==> src/inc/iem_pkg.sv <==
// constants and types for the input supervision and energy meter bank
package iem_pkg;
    // ********************
    // command codes
    // ********************
    localparam logic [7:0] CMD_VIN_ON  = 8'h35;
    localparam logic [7:0] CMD_VIN_OFF = 8'h36;
    localparam logic [7:0] CMD_OV_FLT  = 8'h55;
    localparam logic [7:0] CMD_OV_WRN  = 8'h57;
    localparam logic [7:0] CMD_UV_WRN  = 8'h58;
    localparam logic [7:0] CMD_UV_FLT  = 8'h59;
    localparam logic [7:0] CMD_EIN     = 8'hC0;
    localparam logic [7:0] CMD_EIN_CFG = 8'hC1;
    localparam logic [7:0] CMD_GAIN_TC = 8'hC3;
    localparam logic [7:0] CMD_CLR     = 8'hCC;
    localparam logic [7:0] CMD_GAIN    = 8'hE8;
    // ********************
    // reset values
    // ********************
    localparam logic [15:0] RST_VIN_ON  = 16'hD280;
    localparam logic [15:0] RST_VIN_OFF = 16'hD240;
    localparam logic [15:0] RST_OV_FLT  = 16'hD3C0;
    localparam logic [15:0] RST_OV_WRN  = 16'hD380;
    localparam logic [15:0] RST_UV_WRN  = 16'h8000;
    localparam logic [15:0] RST_UV_FLT  = 16'h8000;
    localparam logic [15:0] RST_GAIN_TC = 16'h0000;
    localparam logic [15:0] RST_GAIN    = 16'hBA00;
    localparam logic [7:0]  RST_CFG     = 8'h00;
    // ********************
    // limit table layout
    // ********************
    localparam int         NUM_LIM = 6;
    localparam logic [2:0] LIM_ON  = 3'h0;
    localparam logic [2:0] LIM_OFF = 3'h1;
    localparam logic [2:0] LIM_NONE = 3'h7;
    localparam int         LIM_FLAG0 = 2;
    localparam int         NUM_FLAG = 4;
    localparam int         NUM_OV_FLAG = 2;
    // ********************
    // config byte fields
    // ********************
    localparam int         CFG_HD_BIT = 2;
    localparam logic [7:0] CFG_MASK   = 8'h07;
    // ********************
    // meter layout and timing
    // ********************
    localparam int          CNT_W      = 48;
    localparam logic [15:0] BLK_BYTES  = 16'h000C;
    localparam int          RESID_W    = 34;
    localparam int          NJ_PER_MJ  = 1_000_000;
    localparam int          MV_PER_V   = 1000;
    localparam int          CLK_PERIOD_NS = 25;
    localparam int          MS_NS      = 1_000_000;
    localparam int          CYC_PER_MS = MS_NS / CLK_PERIOD_NS;
    localparam int          TOFF_MS    = 10;
    localparam logic [1:0]  WP_NONE    = 2'h0;
    localparam int          NUM_OTHER  = 6;
    localparam logic [3:0]  ADC_CH_VIN = 4'hE;
    localparam logic [3:0]  ADC_CH_IIN = 4'hF;
    localparam int          NUM_OUT    = 2;
    typedef enum logic [1:0] {
        SEQ_OTHER = 2'b00,
        SEQ_VIN   = 2'b01,
        SEQ_IIN   = 2'b10
    } iem_seq_t;
endpackage

==> src/hw/iem_ms_tick.sv <==
// millisecond enable divider, restartable
`timescale 1ns/100ps
`default_nettype none
module iem_ms_tick #(
    parameter int unsigned CYC = 40000
) (
    input  wire logic i_ref_clk,
    input  wire logic i_rst_n,
    input  wire logic i_restart,
    output logic      o_tick
);
    localparam int W = $clog2(CYC);
    localparam logic [W-1:0] LAST = W'(CYC - 1);
    logic [W-1:0] cnt_r;

    // restart keeps the first tick after a clear one full ms away
    always_ff @(posedge i_ref_clk or negedge i_rst_n) begin
        if (!i_rst_n) begin
            cnt_r  <= '0;
            o_tick <= 1'b0;
        end else if (i_restart) begin
            cnt_r  <= '0;
            o_tick <= 1'b0;
        end else begin
            o_tick <= (cnt_r == LAST);
            cnt_r  <= (cnt_r == LAST) ? '0 : cnt_r + 1'b1;
        end
    end
endmodule
`default_nettype wire

==> src/hw/iem_top.sv <==
// input supervision limits and input energy meter command bank
`timescale 1ns/100ps
`default_nettype none
// Function
// - turn-on threshold word at 0x35, reset 0xD280, enables conversion above it
// - turn-off word at 0x36, reset 0xD240; below it outputs drop now or delayed
// - overvoltage fault word at 0x55, reset 0xD3C0, compared with input sense
// - overvoltage warning word at 0x57, reset 0xD380, compared with input sense
// - undervoltage warning word at 0x58, reset 0x8000
// - undervoltage fault word at 0x59, reset 0x8000
// - energy is the accumulated product of voltage and current readings
// - energy is unsigned 48-bit mJ in block bytes 0..5, low byte first
// - time is 48-bit ms since last clear in block bytes 6..11, low first
// - writing config byte or clear command zeroes energy and time
// - energy and time counters wrap to zero instead of saturating
// - high-definition mode measures voltage and current after every other measurement
// - energy and time are reported as a pair from one instant
// - read-only 12-byte energy block at 0xC0, no default
// - block read freezes visible copy; internal accumulation keeps running
// - channel off may decrement energy, never below zero
// - config byte at 0xC1, reset 0, sets energy and current measurement
// - gain tempco word at 0xC3, reset 0x0, ppm per degree
// - sense resistance word at 0xE8, reset 0xBA00, milliohms
// - host clears meter with data-less send byte 0xCC; device accepts it
// - config bit 2 selects high-definition sequence; bits 7..3 read zero
// - config bits 1..0 select sense amplifier range high, medium, low, reserved
// - clear accepted under write protect; may apply up to one update late
module iem_top
    import iem_pkg::*;
#(
    parameter int unsigned P_CYC_PER_MS = CYC_PER_MS,
    parameter int unsigned P_TOFF_MS    = TOFF_MS,
    parameter int unsigned P_NUM_OTHER  = NUM_OTHER
) (
    input  wire logic        i_ref_clk,
    input  wire logic        i_rst_n,
    input  wire logic        i_cmd_valid,
    input  wire logic        i_cmd_write,
    input  wire logic [7:0]  i_cmd_code,
    input  wire logic [15:0] i_cmd_wdata,
    input  wire logic [1:0]  i_wp_level,
    input  wire logic        i_blk_active,
    input  wire logic [3:0]  i_blk_idx,
    input  wire logic        i_adc_done,
    input  wire logic [15:0] i_adc_data,
    input  wire logic        i_chan_off,
    input  wire logic        i_off_sequenced,
    output logic             o_cmd_ack,
    output logic             o_cmd_nack,
    output logic [15:0]      o_rd_data,
    output logic [7:0]       o_blk_byte,
    output logic [3:0]       o_adc_sel,
    output logic             o_hd_select,
    output logic [1:0]       o_iin_range,
    output logic [15:0]      o_tempco,
    output logic [15:0]      o_sense_gain,
    output logic             o_conv_en,
    output logic [NUM_OUT-1:0] o_out_en,
    output logic [NUM_FLAG-1:0] o_limit_flags
);
    localparam logic [15:0] RST_LIM [NUM_LIM] = '{RST_VIN_ON, RST_VIN_OFF, RST_OV_FLT,
                                                  RST_OV_WRN, RST_UV_WRN, RST_UV_FLT};
    localparam logic [RESID_W-1:0] NJ_STEP = RESID_W'(NJ_PER_MJ);
    localparam int OW = $clog2(P_NUM_OTHER + 1);
    localparam logic [OW-1:0] OTHER_LAST = OW'(P_NUM_OTHER - 1);
    localparam int DW = $clog2(P_TOFF_MS + 1);
    localparam logic [DW-1:0] TOFF_CNT = DW'(P_TOFF_MS);

    logic [15:0]         lim_r [NUM_LIM];
    logic [7:0]          cfg_r;
    logic [CNT_W-1:0]    energy_r;
    logic [CNT_W-1:0]    time_r;
    logic [RESID_W-1:0]  resid_r;
    logic [CNT_W-1:0]    snap_e_r;
    logic [CNT_W-1:0]    snap_t_r;
    logic [15:0]         vin_r;
    logic [31:0]         power_r;
    logic [OW-1:0]       other_r;
    iem_seq_t            seq_r;
    logic                clr_pend_r;
    logic                clr_apply;
    logic                tick;
    logic                wr_ok;
    logic                clr_req;
    logic [2:0]          lim_idx;
    logic                drain;
    logic signed [31:0]  vin_mv;
    logic [2*CNT_W-1:0]  blk_vec;

    // ********************
    // helpers
    // ********************
    function automatic logic [2:0] lim_index(input logic [7:0] code);
        case (code)
            CMD_VIN_ON:  lim_index = 3'h0;
            CMD_VIN_OFF: lim_index = 3'h1;
            CMD_OV_FLT:  lim_index = 3'h2;
            CMD_OV_WRN:  lim_index = 3'h3;
            CMD_UV_WRN:  lim_index = 3'h4;
            CMD_UV_FLT:  lim_index = 3'h5;
            default:     lim_index = LIM_NONE;
        endcase
    endfunction

    // linear 11-bit word to signed millivolts
    function automatic logic signed [31:0] l11_mv(input logic [15:0] w);
        logic signed [31:0] m;
        int ev;
        m  = 32'(signed'(w[10:0])) * MV_PER_V;
        ev = int'(signed'(w[15:11]));
        l11_mv = (ev >= 0) ? (m <<< ev) : (m >>> (-ev));
    endfunction

    iem_ms_tick #(
        .CYC       (P_CYC_PER_MS)
    ) u_tick (
        .i_ref_clk (i_ref_clk),
        .i_rst_n   (i_rst_n),
        .i_restart (clr_apply),
        .o_tick    (tick)
    );

    // ********************
    // command decode
    // ********************
    assign lim_idx = lim_index(i_cmd_code);
    assign clr_req = i_cmd_valid && i_cmd_write && i_cmd_code == CMD_CLR;
    assign wr_ok   = i_cmd_valid && i_cmd_write && (i_wp_level == WP_NONE);

    always_ff @(posedge i_ref_clk or negedge i_rst_n) begin
        if (!i_rst_n) begin
            for (int k = 0; k < NUM_LIM; k++) begin
                lim_r[k] <= RST_LIM[k];
            end
        end else if (wr_ok && lim_idx != LIM_NONE) begin
            lim_r[lim_idx] <= i_cmd_wdata;
        end
    end

    always_ff @(posedge i_ref_clk or negedge i_rst_n) begin
        if (!i_rst_n) begin
            cfg_r <= RST_CFG;
        end else if (wr_ok && i_cmd_code == CMD_EIN_CFG) begin
            cfg_r <= i_cmd_wdata[7:0] & CFG_MASK;
        end
    end

    always_ff @(posedge i_ref_clk or negedge i_rst_n) begin
        if (!i_rst_n) begin
            o_tempco     <= RST_GAIN_TC;
            o_sense_gain <= RST_GAIN;
        end else if (wr_ok) begin
            if (i_cmd_code == CMD_GAIN_TC) begin
                o_tempco <= i_cmd_wdata;
            end
            if (i_cmd_code == CMD_GAIN) begin
                o_sense_gain <= i_cmd_wdata;
            end
        end
    end

    // energy block read-only; reads answer its byte count
    always_ff @(posedge i_ref_clk or negedge i_rst_n) begin
        if (!i_rst_n) begin
            o_cmd_ack  <= 1'b0;
            o_cmd_nack <= 1'b0;
            o_rd_data  <= '0;
        end else begin
            o_cmd_ack  <= 1'b0;
            o_cmd_nack <= 1'b0;
            if (i_cmd_valid && i_cmd_write) begin
                o_cmd_ack  <= clr_req || (wr_ok && (lim_idx != LIM_NONE
                              || i_cmd_code == CMD_EIN_CFG || i_cmd_code == CMD_GAIN_TC
                              || i_cmd_code == CMD_GAIN));
                o_cmd_nack <= !(clr_req || (wr_ok && (lim_idx != LIM_NONE
                              || i_cmd_code == CMD_EIN_CFG || i_cmd_code == CMD_GAIN_TC
                              || i_cmd_code == CMD_GAIN)));
            end else if (i_cmd_valid) begin
                o_cmd_ack <= 1'b1;
                if (lim_idx != LIM_NONE) begin
                    o_rd_data <= lim_r[lim_idx];
                end else begin
                    case (i_cmd_code)
                        CMD_EIN:     o_rd_data <= BLK_BYTES;
                        CMD_EIN_CFG: o_rd_data <= {8'h00, cfg_r};
                        CMD_GAIN_TC: o_rd_data <= o_tempco;
                        CMD_GAIN:    o_rd_data <= o_sense_gain;
                        default: begin
                            o_rd_data  <= '0;
                            o_cmd_ack  <= 1'b0;
                            o_cmd_nack <= 1'b1;
                        end
                    endcase
                end
            end
        end
    end

    // ********************
    // meter clear
    // ********************
    // config write or clear request arms the clear
    // applied only off a tick so an update in flight is never split
    always_ff @(posedge i_ref_clk or negedge i_rst_n) begin
        if (!i_rst_n) begin
            clr_pend_r <= 1'b0;
        end else if (clr_req || (wr_ok && i_cmd_code == CMD_EIN_CFG)) begin
            clr_pend_r <= 1'b1;
        end else if (clr_apply) begin
            clr_pend_r <= 1'b0;
        end
    end
    // deferred while a tick is being processed
    assign clr_apply = clr_pend_r && !tick;

    // ********************
    // adc scheduling and readings
    // ********************
    // high-definition pairs after every other measurement
    always_ff @(posedge i_ref_clk or negedge i_rst_n) begin
        if (!i_rst_n) begin
            seq_r     <= SEQ_OTHER;
            other_r   <= '0;
            o_adc_sel <= '0;
        end else if (i_adc_done) begin
            case (seq_r)
                SEQ_OTHER: begin
                    other_r <= (other_r == OTHER_LAST) ? '0 : other_r + 1'b1;
                    if (cfg_r[CFG_HD_BIT] || other_r == OTHER_LAST) begin
                        seq_r     <= SEQ_VIN;
                        o_adc_sel <= ADC_CH_VIN;
                    end else begin
                        o_adc_sel <= 4'(other_r + 1'b1);
                    end
                end
                SEQ_VIN: begin
                    seq_r     <= SEQ_IIN;
                    o_adc_sel <= ADC_CH_IIN;
                end
                SEQ_IIN: begin
                    seq_r     <= SEQ_OTHER;
                    o_adc_sel <= 4'(other_r);
                end
                default: begin
                    seq_r     <= SEQ_OTHER;
                    o_adc_sel <= '0;
                end
            endcase
        end
    end

    // power from the voltage and current pair
    always_ff @(posedge i_ref_clk or negedge i_rst_n) begin
        if (!i_rst_n) begin
            vin_r   <= '0;
            power_r <= '0;
        end else if (i_adc_done && seq_r == SEQ_VIN) begin
            vin_r <= i_adc_data;
        end else if (i_adc_done && seq_r == SEQ_IIN) begin
            power_r <= vin_r * i_adc_data;
        end
    end

    always_ff @(posedge i_ref_clk or negedge i_rst_n) begin
        if (!i_rst_n) begin
            o_hd_select <= 1'b0;
            o_iin_range <= '0;
        end else begin
            o_hd_select <= cfg_r[CFG_HD_BIT];
            o_iin_range <= cfg_r[1:0];
        end
    end

    // ********************
    // energy and time
    // ********************
    assign drain = !i_chan_off && resid_r >= NJ_STEP;

    // held power integrated per ms, one uW-ms is one nJ
    always_ff @(posedge i_ref_clk or negedge i_rst_n) begin
        if (!i_rst_n) begin
            energy_r <= '0;
            resid_r  <= '0;
        end else if (clr_apply) begin
            energy_r <= '0;
            resid_r  <= '0;
        end else if (i_chan_off) begin
            if (tick) begin
                if (resid_r >= RESID_W'(power_r)) begin
                    resid_r <= resid_r - RESID_W'(power_r);
                end else begin
                    resid_r <= '0;
                    if (energy_r != '0) begin
                        energy_r <= energy_r - 1'b1;
                    end
                end
            end
        end else begin
            resid_r  <= resid_r + (tick ? RESID_W'(power_r) : '0) - (drain ? NJ_STEP : '0);
            energy_r <= energy_r + CNT_W'(drain);
        end
    end

    always_ff @(posedge i_ref_clk or negedge i_rst_n) begin
        if (!i_rst_n) begin
            time_r <= '0;
        end else if (clr_apply) begin
            time_r <= '0;
        end else if (tick) begin
            time_r <= time_r + 1'b1;
        end
    end

    // both copies taken in one cycle
    always_ff @(posedge i_ref_clk or negedge i_rst_n) begin
        if (!i_rst_n) begin
            snap_e_r <= '0;
            snap_t_r <= '0;
        end else if (!i_blk_active) begin
            snap_e_r <= energy_r;
            snap_t_r <= time_r;
        end
    end

    // energy low bytes first, then time
    assign blk_vec = {snap_t_r, snap_e_r};
    always_ff @(posedge i_ref_clk or negedge i_rst_n) begin
        if (!i_rst_n) begin
            o_blk_byte <= '0;
        end else if (16'(i_blk_idx) < BLK_BYTES) begin
            o_blk_byte <= blk_vec[8*i_blk_idx +: 8];
        end else begin
            o_blk_byte <= '0;
        end
    end

    // ********************
    // input supervision
    // ********************
    assign vin_mv = signed'({16'h0000, vin_r});

    // on above turn-on, off below turn-off
    always_ff @(posedge i_ref_clk or negedge i_rst_n) begin
        if (!i_rst_n) begin
            o_conv_en <= 1'b0;
        end else if (vin_mv < l11_mv(lim_r[LIM_OFF])) begin
            o_conv_en <= 1'b0;
        end else if (vin_mv > l11_mv(lim_r[LIM_ON])) begin
            o_conv_en <= 1'b1;
        end
    end

    genvar g;
    for (g = 0; g < NUM_FLAG; g++) begin : g_lim
        always_ff @(posedge i_ref_clk or negedge i_rst_n) begin
            if (!i_rst_n) begin
                o_limit_flags[g] <= 1'b0;
            end else if (g < NUM_OV_FLAG) begin
                o_limit_flags[g] <= vin_mv > l11_mv(lim_r[LIM_FLAG0 + g]);
            end else begin
                o_limit_flags[g] <= vin_mv < l11_mv(lim_r[LIM_FLAG0 + g]);
            end
        end
    end

    // output pins off at once or after the turn-off delay
    for (g = 0; g < NUM_OUT; g++) begin : g_out
        logic [DW-1:0] dly_r;
        always_ff @(posedge i_ref_clk or negedge i_rst_n) begin
            if (!i_rst_n) begin
                o_out_en[g] <= 1'b0;
                dly_r       <= '0;
            end else if (o_conv_en) begin
                o_out_en[g] <= 1'b1;
                dly_r       <= '0;
            end else if (!i_off_sequenced || dly_r == TOFF_CNT) begin
                o_out_en[g] <= 1'b0;
            end else if (tick) begin
                dly_r <= dly_r + 1'b1;
            end
        end
    end
endmodule
`default_nettype wire

==> config.mk <==
export PLATFORM = sky130hd
export DESIGN_NAME = iem_top
export DESIGN_NICKNAME = d
export VERILOG_FILES = /design/src/inc/iem_pkg.sv /design/src/hw/iem_ms_tick.sv /design/src/hw/iem_top.sv
export SDC_FILE = /design/constraint.sdc
export NUM_CORES = 2
export LEC_CHECK = 0
export BUFFER_PORTS_ARGS = -buffer_cell sky130_fd_sc_hd__buf_2
export CAP_MARGIN = 10
export CORE_MARGIN = 2
export CORE_UTILIZATION = 35
export CTS_BUF_LIST = sky130_fd_sc_hd__clkbuf_4 sky130_fd_sc_hd__clkbuf_8 sky130_fd_sc_hd__clkbuf_16
export DETAILED_ROUTE_END_ITERATION = 10
export RECOVER_POWER = 100
export SYNTH_ARGS = -nofsm -noshare
export SYNTH_HDL_FRONTEND = slang
export SYNTH_SLANG_ARGS = --single-unit
==> constraint.sdc <==
create_clock -name i_ref_clk -period 17.02 [get_ports i_ref_clk]
set_clock_uncertainty 0.1 [all_clocks]
set_input_delay 2.553 -clock i_ref_clk [delete_from_list [all_inputs] [get_ports i_ref_clk]]
set_output_delay 2.553 -clock i_ref_clk [all_outputs]
set_load 0.01 [all_outputs]
## Word level (Yosys, flattened, before mapping)

Cells that the tools add are included.

| word-level totals | value |
|---|---|
| word-level logic and storage cells | 219 |
| register bits | 476 |
| output and inout port bits | 72 |
| input port bits | 54 |

| operators by class | value |
|---|---|
| multiply operators | 7 |
| shift-type cells | 13 |
| multiplexer cells | 59 |
| $add $sub $neg | 17 |
| reductions and logical operators | 42 |
| magnitude comparators | 17 |
| bitwise gates (word level) | 3 |
| equality and inequality tests | 24 |

Operator list:

| cell | number |
|---|---|
| 48-bit two-way mux | 7 |
| 32-bit two-way mux | 7 |
| 5-bit negation with 32-bit output | 6 |
| 22-bit by 32-bit <<< shifter with 32-bit output | 6 |
| 22-bit by 32-bit >>> shifter with 32-bit output | 6 |
| 34-bit two-way mux | 4 |
| 11-bit by 8-bit multiplier with 19-bit output (second input constant) | 6 |
| 96-bit bitwise mux | 1 |
| 17-bit by 32-bit > comparator with 1-bit output | 3 |
| 17-bit by 32-bit < comparator with 1-bit output | 3 |
| 16-bit two-way mux | 6 |
| 96-bit by 8-bit indexed part select with 8-bit output | 1 |
| 16-bit one-hot mux with 4 select lines | 1 |
| 48-bit by 1-bit adder with 48-bit output | 1 |
| 48-bit by 1-bit adder with 48-bit output (second input constant) | 1 |
| 16-bit binary-select mux with 3-bit select | 1 |
| 16-bit demux with 3-bit select | 1 |
| 48-bit nonzero test | 1 |
| 48-bit by 1-bit subtractor with 48-bit output (second input constant) | 1 |
| 8-bit == test (second input constant) | 5 |
| 34-bit by 32-bit adder with 34-bit output | 1 |
| 34-bit by 20-bit greater-or-equal comparator with 1-bit output (second input constant) | 1 |
| 34-bit by 32-bit greater-or-equal comparator with 1-bit output | 1 |
| 34-bit by 20-bit subtractor with 34-bit output | 1 |
| other kinds (39) | 110 |

## Logic depth before layout (Yosys ltp)

| depth | value |
|---|---|
| depth in word-level cells | 10 |
| mapped depth | 37 |
| mapped depth without buffers | 35 |

## Modules after synthesis

Synthesis repeated with hierarchy kept, for this count alone.

| second synthesis, totals | value |
|---|---|
| cell total of the unflattened synthesis | 7,941 |
| area total of the unflattened synthesis | 65,574.1 sq um |

Modules (own cells, without submodules):

| module | instances | area an instance (sq um) | sequential area each (sq um) | cells each |
|---|---|---|---|---|
| iem_top | 1 | 64,718.3 | 11,523.6 | 7,856 |
| iem_ms_tick | 1 | 855.8 | 425.4 | 85 |

## Least setup slack after synthesis

OpenSTA, ideal clock, no wires.

| timing | value |
|---|---|
| path type | input-to-reg |
| start point | input i_adc_data[6] |
| end point | register power_r[30] |
| stages on the path | 24 |
| setup time | 0.136 ns |
| data required time | 16.784 ns |
| arrival time | 8.290 ns |
| setup slack | 8.494 ns |
| path buffers | 2 |
| cells stage by stage | clkbuf_1 > clkbuf_1 > nand2_1 > fa_1 > inv_1 > fa_1 > inv_1 > fa_1 > inv_1 > fa_1 > inv_1 > fa_1 > inv_1 > fa_1 > ha_1 > or3_1 > o21ai_0 > a21oi_1 > a31oi_1 > a21oi_1 > a2111o_1 > a31oi_1 > xor2_1 > o21ai_0 |

| on the way | value |
|---|---|
| word-level cells in the longest chain between the ends | 1 |

RTL lines:

| what | RTL line | source |
|---|---|---|
| start: declaration | iem_top.sv:45 | `input wire logic [15:0] i_adc_data,` |
| 16-bit by 16-bit multiplier with 32-bit output | iem_top.sv:260 | `power_r <= vin_r * i_adc_data;` |
| end signal: assignment | iem_top.sv:260 |  |
| end: declaration | iem_top.sv:77 | `logic [31:0] power_r;` |

Every way passes these cells.
A chain may end at the register's enable or synchronous reset.

## Worst setup path in the final report

| timing | value |
|---|---|
| start point | input i_chan_off |
| end point | register energy_r[46] |

| on the way | value |
|---|---|
| word-level cells in the longest chain between the ends | 5 |
| elaborated cells on any way between the ends | 9 |
| those cells by class | add/sub: 1; eq/ne: 3; mux: 2; reduce/logical: 3 |

RTL lines:

| what | RTL line | source |
|---|---|---|
| start: declaration | iem_top.sv:46 | `input wire logic i_chan_off,` |
| 1-bit logical NOT | iem_top.sv:277 | `assign drain = !i_chan_off && resid_r >= NJ_STEP;` |
| 1-bit logical AND | iem_top.sv:277 |  |
| 48-bit by 1-bit adder with 48-bit output | iem_top.sv:300 | `energy_r <= energy_r + CNT_W'(drain);` |
| 48-bit two-way mux | iem_top.sv:287 | `end else if (i_chan_off) begin` |
| 48-bit two-way mux | iem_top.sv:284 | `end else if (clr_apply) begin` |
| end signal: assignment | iem_top.sv:294 | `energy_r <= energy_r - 1'b1;` |
| end signal: assignment | iem_top.sv:300 |  |
| end: declaration | iem_top.sv:71 | `logic [CNT_W-1:0] energy_r;` |

Several ways; a longest one is shown, not always the timed one.

==> metrics.sh <==
FIRST_GLOBAL_VIAS=56814
MAX_CAP_VIOLATIONS=15
POSTSYNTH.ASYNCRESETSHARE_PCT=100
DR.PASS1.ITERS=8
PLACED_WIRE_LENGTH_ESTIMATE_AFTER_DETAILED_PLACEMENT_UM=160000
LAYOUT_COMMON_CELLS='sky130_fd_sc_hd__inv_1 (1038), sky130_fd_sc_hd__nand2_1 (780), sky130_fd_sc_hd__ha_1 (666)'
GROUTE.USAGE.OVERALL_PCT=21.7
TOTALNEGATIVESETUPSLACK_NS=0
DRC=0
CRITICAL_PATH.REG2REG.STARTPOINT='lim_r[58]'
CTS.SINKS=476
POST-ROUTE-UTIL_PCT=37.9
SYNTH_FP_NETS=9023
WORST_IR_DROP_VDD_mV=0.656
SYN2LAYOUT_AREA_GROWTH_PCT=7.64
VIAS_PER_CELL=5.62
CORE-AREA_MM2=0.186
WORST_HOLD_PATH_TYPE='reg -> reg'
GROUTE.LAYER.MET2.USAGE_PCT=36.4
CP.ARRIVAL_NS=11.36
WORST-SLEW-PIN-TRANSITION_NS=5.10
GRT-OVFL-TOTAL=0
SYNTH_AREA_MM2=0.0654
CTS.HOLD.BUFFERS_ADDED=0
CLOCK_INSERTION_DELAY_WORST_SKEW_NS=0.71
TIMING.REG2REG.WORST_PATH_DEPTH=33
GRT.MET3_USAGE_PCT=3.15
FINAL_COMMON_CELL='sky130_fd_sc_hd__inv_1'
FINAL-INSTANCE-COUNT-EXCL-FILL=10292
CTS.ROOT.BUFFER_CELL='sky130_fd_sc_hd__clkbuf_16'
DP.CELLS=10172
GROUTE.LAYER.MET1.USAGE_PCT=28.0
TIMING.CRITICAL_PATH.SLOWEST_CELL_DELAY_NS=1.85
FLOP_TO_FLOP_SETUP_SLACK_NS=7.97
SYN-INSTANCE-COUNT=7865
CTS_RESIZED=0
FIN_CRIT_SH_PCT=63.5
RESULT_OF_THE_RUN='finished, violations left'
PORT-BUFFER-COUNT=125
FLIP_FLOP_AND_LATCH_COUNT_AFTER_SYNTHESIS=476
HOLD_VIOL_FINAL=0
CTS_TREE='done'
NUMBER_OF_PRIMARY_I_O_PINS=126
POSTROUTEANTENNANETS=0
CRITICAL-PATH-TOP-CELL-BY-COUNT='sky130_fd_sc_hd__clkbuf_1'
ROUTEDWLPERCELL_UM=20.5
DIE_FOOTPRINT_MM2=0.190
GP_CONGESTION=0.946
TIMING.CRITICAL_PATH.FANOUT_MAX=47
NUM-NETS-FINAL=8913
LEADING_CELL_TYPES_BY_TOTAL_AREA_AFTER_SYNTHESIS='sky130_fd_sc_hd__dfrtp_1 (17%), sky130_fd_sc_hd__fa_1 (13%), sky130_fd_sc_hd__ha_1 (13%)'
YOSYS.AREA.TOP_TYPE='sky130_fd_sc_hd__dfrtp_1'
TIMING.RR.END='o_limit_flags[0]'
FINALSETUPVIOLCOUNT=0
SYNTH_TOP_AREA_SHARE_PCT=17.1
ENDPOINT_KIND='flip-flop'
STARTPOINT='i_chan_off'
NUMBER_OF_ANTENNA_VIOLATIONS_AT_THE_FIRST_CHECK_IN_GLOBAL_ROUTING=6
GRT_FIRST_PASS_WIRELENGTH_UM=330000
MOST_USED_ROUTING_LAYER='met2'
PIN_COUNT_OF_THE_BIGGEST_NET_ENTERING_GLOBAL_ROUTING=145
RSZ0062_AT_GRT='no'
CRITICALPATHCATEGORY='in -> reg'
TIMING.CRITICAL_PATH.SLOWEST_STAGE_CELL='sky130_fd_sc_hd__clkbuf_1'
START_UTIL_PCT=35.2
VIAS=57886
SYNTH_AREA_PER_CELL_UM2=8.32
YS.WARNINGS.COUNT=0
DRIVE_GT1_SHARE_PCT=8.04
VIOLATIONS='capacitance limit, slew limit'
WORST_SETUP_PATH_START_KIND='input pin'
DOMINANTREGCELLSYNTH='sky130_fd_sc_hd__dfrtp_1'
WORSTHOLDSTART='cfg_r[0]'
CTS_MADE_BUFFERS=61
CORE.ROWCOUNT=158
CLKSLEWWORSTSETUPHOLDPATHS_NS=0.07
TOTALWIRELENGTH_UM=211000
MAXSLEWHEADROOM_PCT=-240
DRTITER0DRC=4663
CTS.HTREE.LEVELS=2
HOLD-WORST-SLACK_NS=0.302
STATIC-LEAKAGE-POWER_nW=33.8
NUMBER_OF_MAX_SLEW_VIOLATIONS_IN_THE_FINAL_REPORT=760
TIMING.CRITICAL_PATH.CELLS='buf_2 -> clkbuf_1 -> a21oi_1 -> clkbuf_1 -> inv_1 -> clkbuf_1 -> ha_1 -> nor2b_1 -> o2111ai_1 -> nand4b_1 -> o31a_1 -> o21ai_0 -> a211oi_1 -> o41ai_1 -> o21ai_0 -> a41oi_1 -> a211oi_1 -> or3_1 -> nand3_1'
DIE_HEIGHT_UM=436
POST_SYNTHESIS_CELL_TYPE_COUNT=96
MIN_PERIOD_NS=10.81
CELLPOWERDENSITY_mW_PER_MM2=220
REQUIRED_TIME_OF_THE_WORST_SETUP_PATH_NS=17.57
PORTION_OF_THE_POST_SYNTHESIS_AREA_USED_BY_SEQUENTIAL_ELEMENTS_PCT=18.3
FINAL_TOTAL_PWR_mW=15.5
DIE_W_UM=436
POST-CTS-SETUP-BUFFER-COUNT=0
FMAXACHIEVABLE_GHz=0.0925
WORST_CASE_CLOCK_BUFFER_DEPTH=3
ENDPOINT='energy_r[46]'
POST_SYNTH_EDFFS=0
layer usage:
metal  wire [µm]  share of wire, %
met1       89700                42
met2       99600                47
met3       12700               6.0
met4        9140               4.3
met5          13            0.0062
power by group:
| part | internal (mW) | switching, mW |
|---|---|---|
| clock | 0.803 | 0.581 |
| sequential | 1.38 | 0.274 |
| combinational | 5.28 | 7.16 |
worst min-delay path by stage:
stage / end / slack [ns] / cells past startpoint
global route: o_iin_range[0] / 0.33 / 0
floorplan: o_iin_range[0] / 0.27 / 0
global placement: o_iin_range[1] / 0.29 / 0
CTS: o_iin_range[0] / 0.30 / 0
finish: o_iin_range[0] / 0.30 / 0
detailed placement: o_iin_range[1] / 0.29 / 0
layout make-up:
type	instances	area (µm²)
Antenna cell	5	12.5
Clock buffer	89	1810
Clock inverter	26	339
Fill cell	18929	115000
Inverter	1053	3950
Multi-Input combinational cell	5945	48100
Sequential cell	476	12000
Tap cell	2480	3100
Timing Repair Buffer	218	1160
state kept, by name (all words and copies together), names as in the netlist, 32 cells and up:
name and flops:
energy_r 48, resid_r 34, time_r 48, snap_e_r 48
snap_t_r 48, power_r 32, lim_r 96
worst max-delay path: cells and delay by family:
| family | cells | cell delay (ns) |
|---|---|---|
| AO/OA/AOI/OAI | 9 | 3.17 |
| buffers and inverters | 5 | 4.13 |
| AND/OR/NAND/NOR | 4 | 0.87 |
| adder cells (fa/ha/maj) | 1 | 0.56 |
synth_stat cells (37+ instances only):
cell,instances
sky130_fd_sc_hd__nor4_1,37
sky130_fd_sc_hd__nand3_1,189
sky130_fd_sc_hd__o21a_1,59
sky130_fd_sc_hd__a21oi_1,415
sky130_fd_sc_hd__buf_1,37
sky130_fd_sc_hd__mux4_2,43
sky130_fd_sc_hd__nor3_1,135
sky130_fd_sc_hd__mux2_2,248
sky130_fd_sc_hd__nor2b_1,58
sky130_fd_sc_hd__clkbuf_1,351
sky130_fd_sc_hd__a211oi_1,136
sky130_fd_sc_hd__nand2_1,780
sky130_fd_sc_hd__dfrtp_1,446
sky130_fd_sc_hd__a31oi_1,88
sky130_fd_sc_hd__xnor2_1,133
sky130_fd_sc_hd__o21ai_0,436
sky130_fd_sc_hd__fa_1,438
sky130_fd_sc_hd__o22ai_1,44
sky130_fd_sc_hd__a22o_1,42
sky130_fd_sc_hd__xor2_1,101
sky130_fd_sc_hd__nand2b_1,73
sky130_fd_sc_hd__and2_1,135
sky130_fd_sc_hd__o211ai_1,70
sky130_fd_sc_hd__and3_1,63
sky130_fd_sc_hd__ha_1,666
sky130_fd_sc_hd__o31ai_1,71
sky130_fd_sc_hd__a21o_1,165
sky130_fd_sc_hd__nand4_1,77
sky130_fd_sc_hd__or3_1,43
sky130_fd_sc_hd__nor2_1,470
sky130_fd_sc_hd__inv_1,1038
sky130_fd_sc_hd__a221oi_1,50
sky130_fd_sc_hd__mux2i_1,172
cells by family (layout without fill, tap and decap cells):
group / count (synthesis) / in the layout / synth area share [%]
muxes: 463 / 463 / 8.38
buffers and inverters: 1444 / 1386 / 8.29
adders and majority gates: 1104 / 1104 / 26.1
and+or+nand+nor: 2177 / 2177 / 15.7
other: 0 / 5 / 0
AOI/OAI and AO/OA: 1967 / 1967 / 20.1
xor gates and xnor gates: 234 / 234 / 3.13
DFF: 476 / 476 / 18.3
through the flow:
step | setup slack, ns | instance area, µm²
after global placement | 8.12 | 68500
after CTS | 8.18 | 70600
final | 6.21 | 70400
after global routing | 5.43 | 70400
after floorplan | 8.49 | 65400
after detailed placement | 8.01 | 68500
Power figures use the tool's default switching activity.
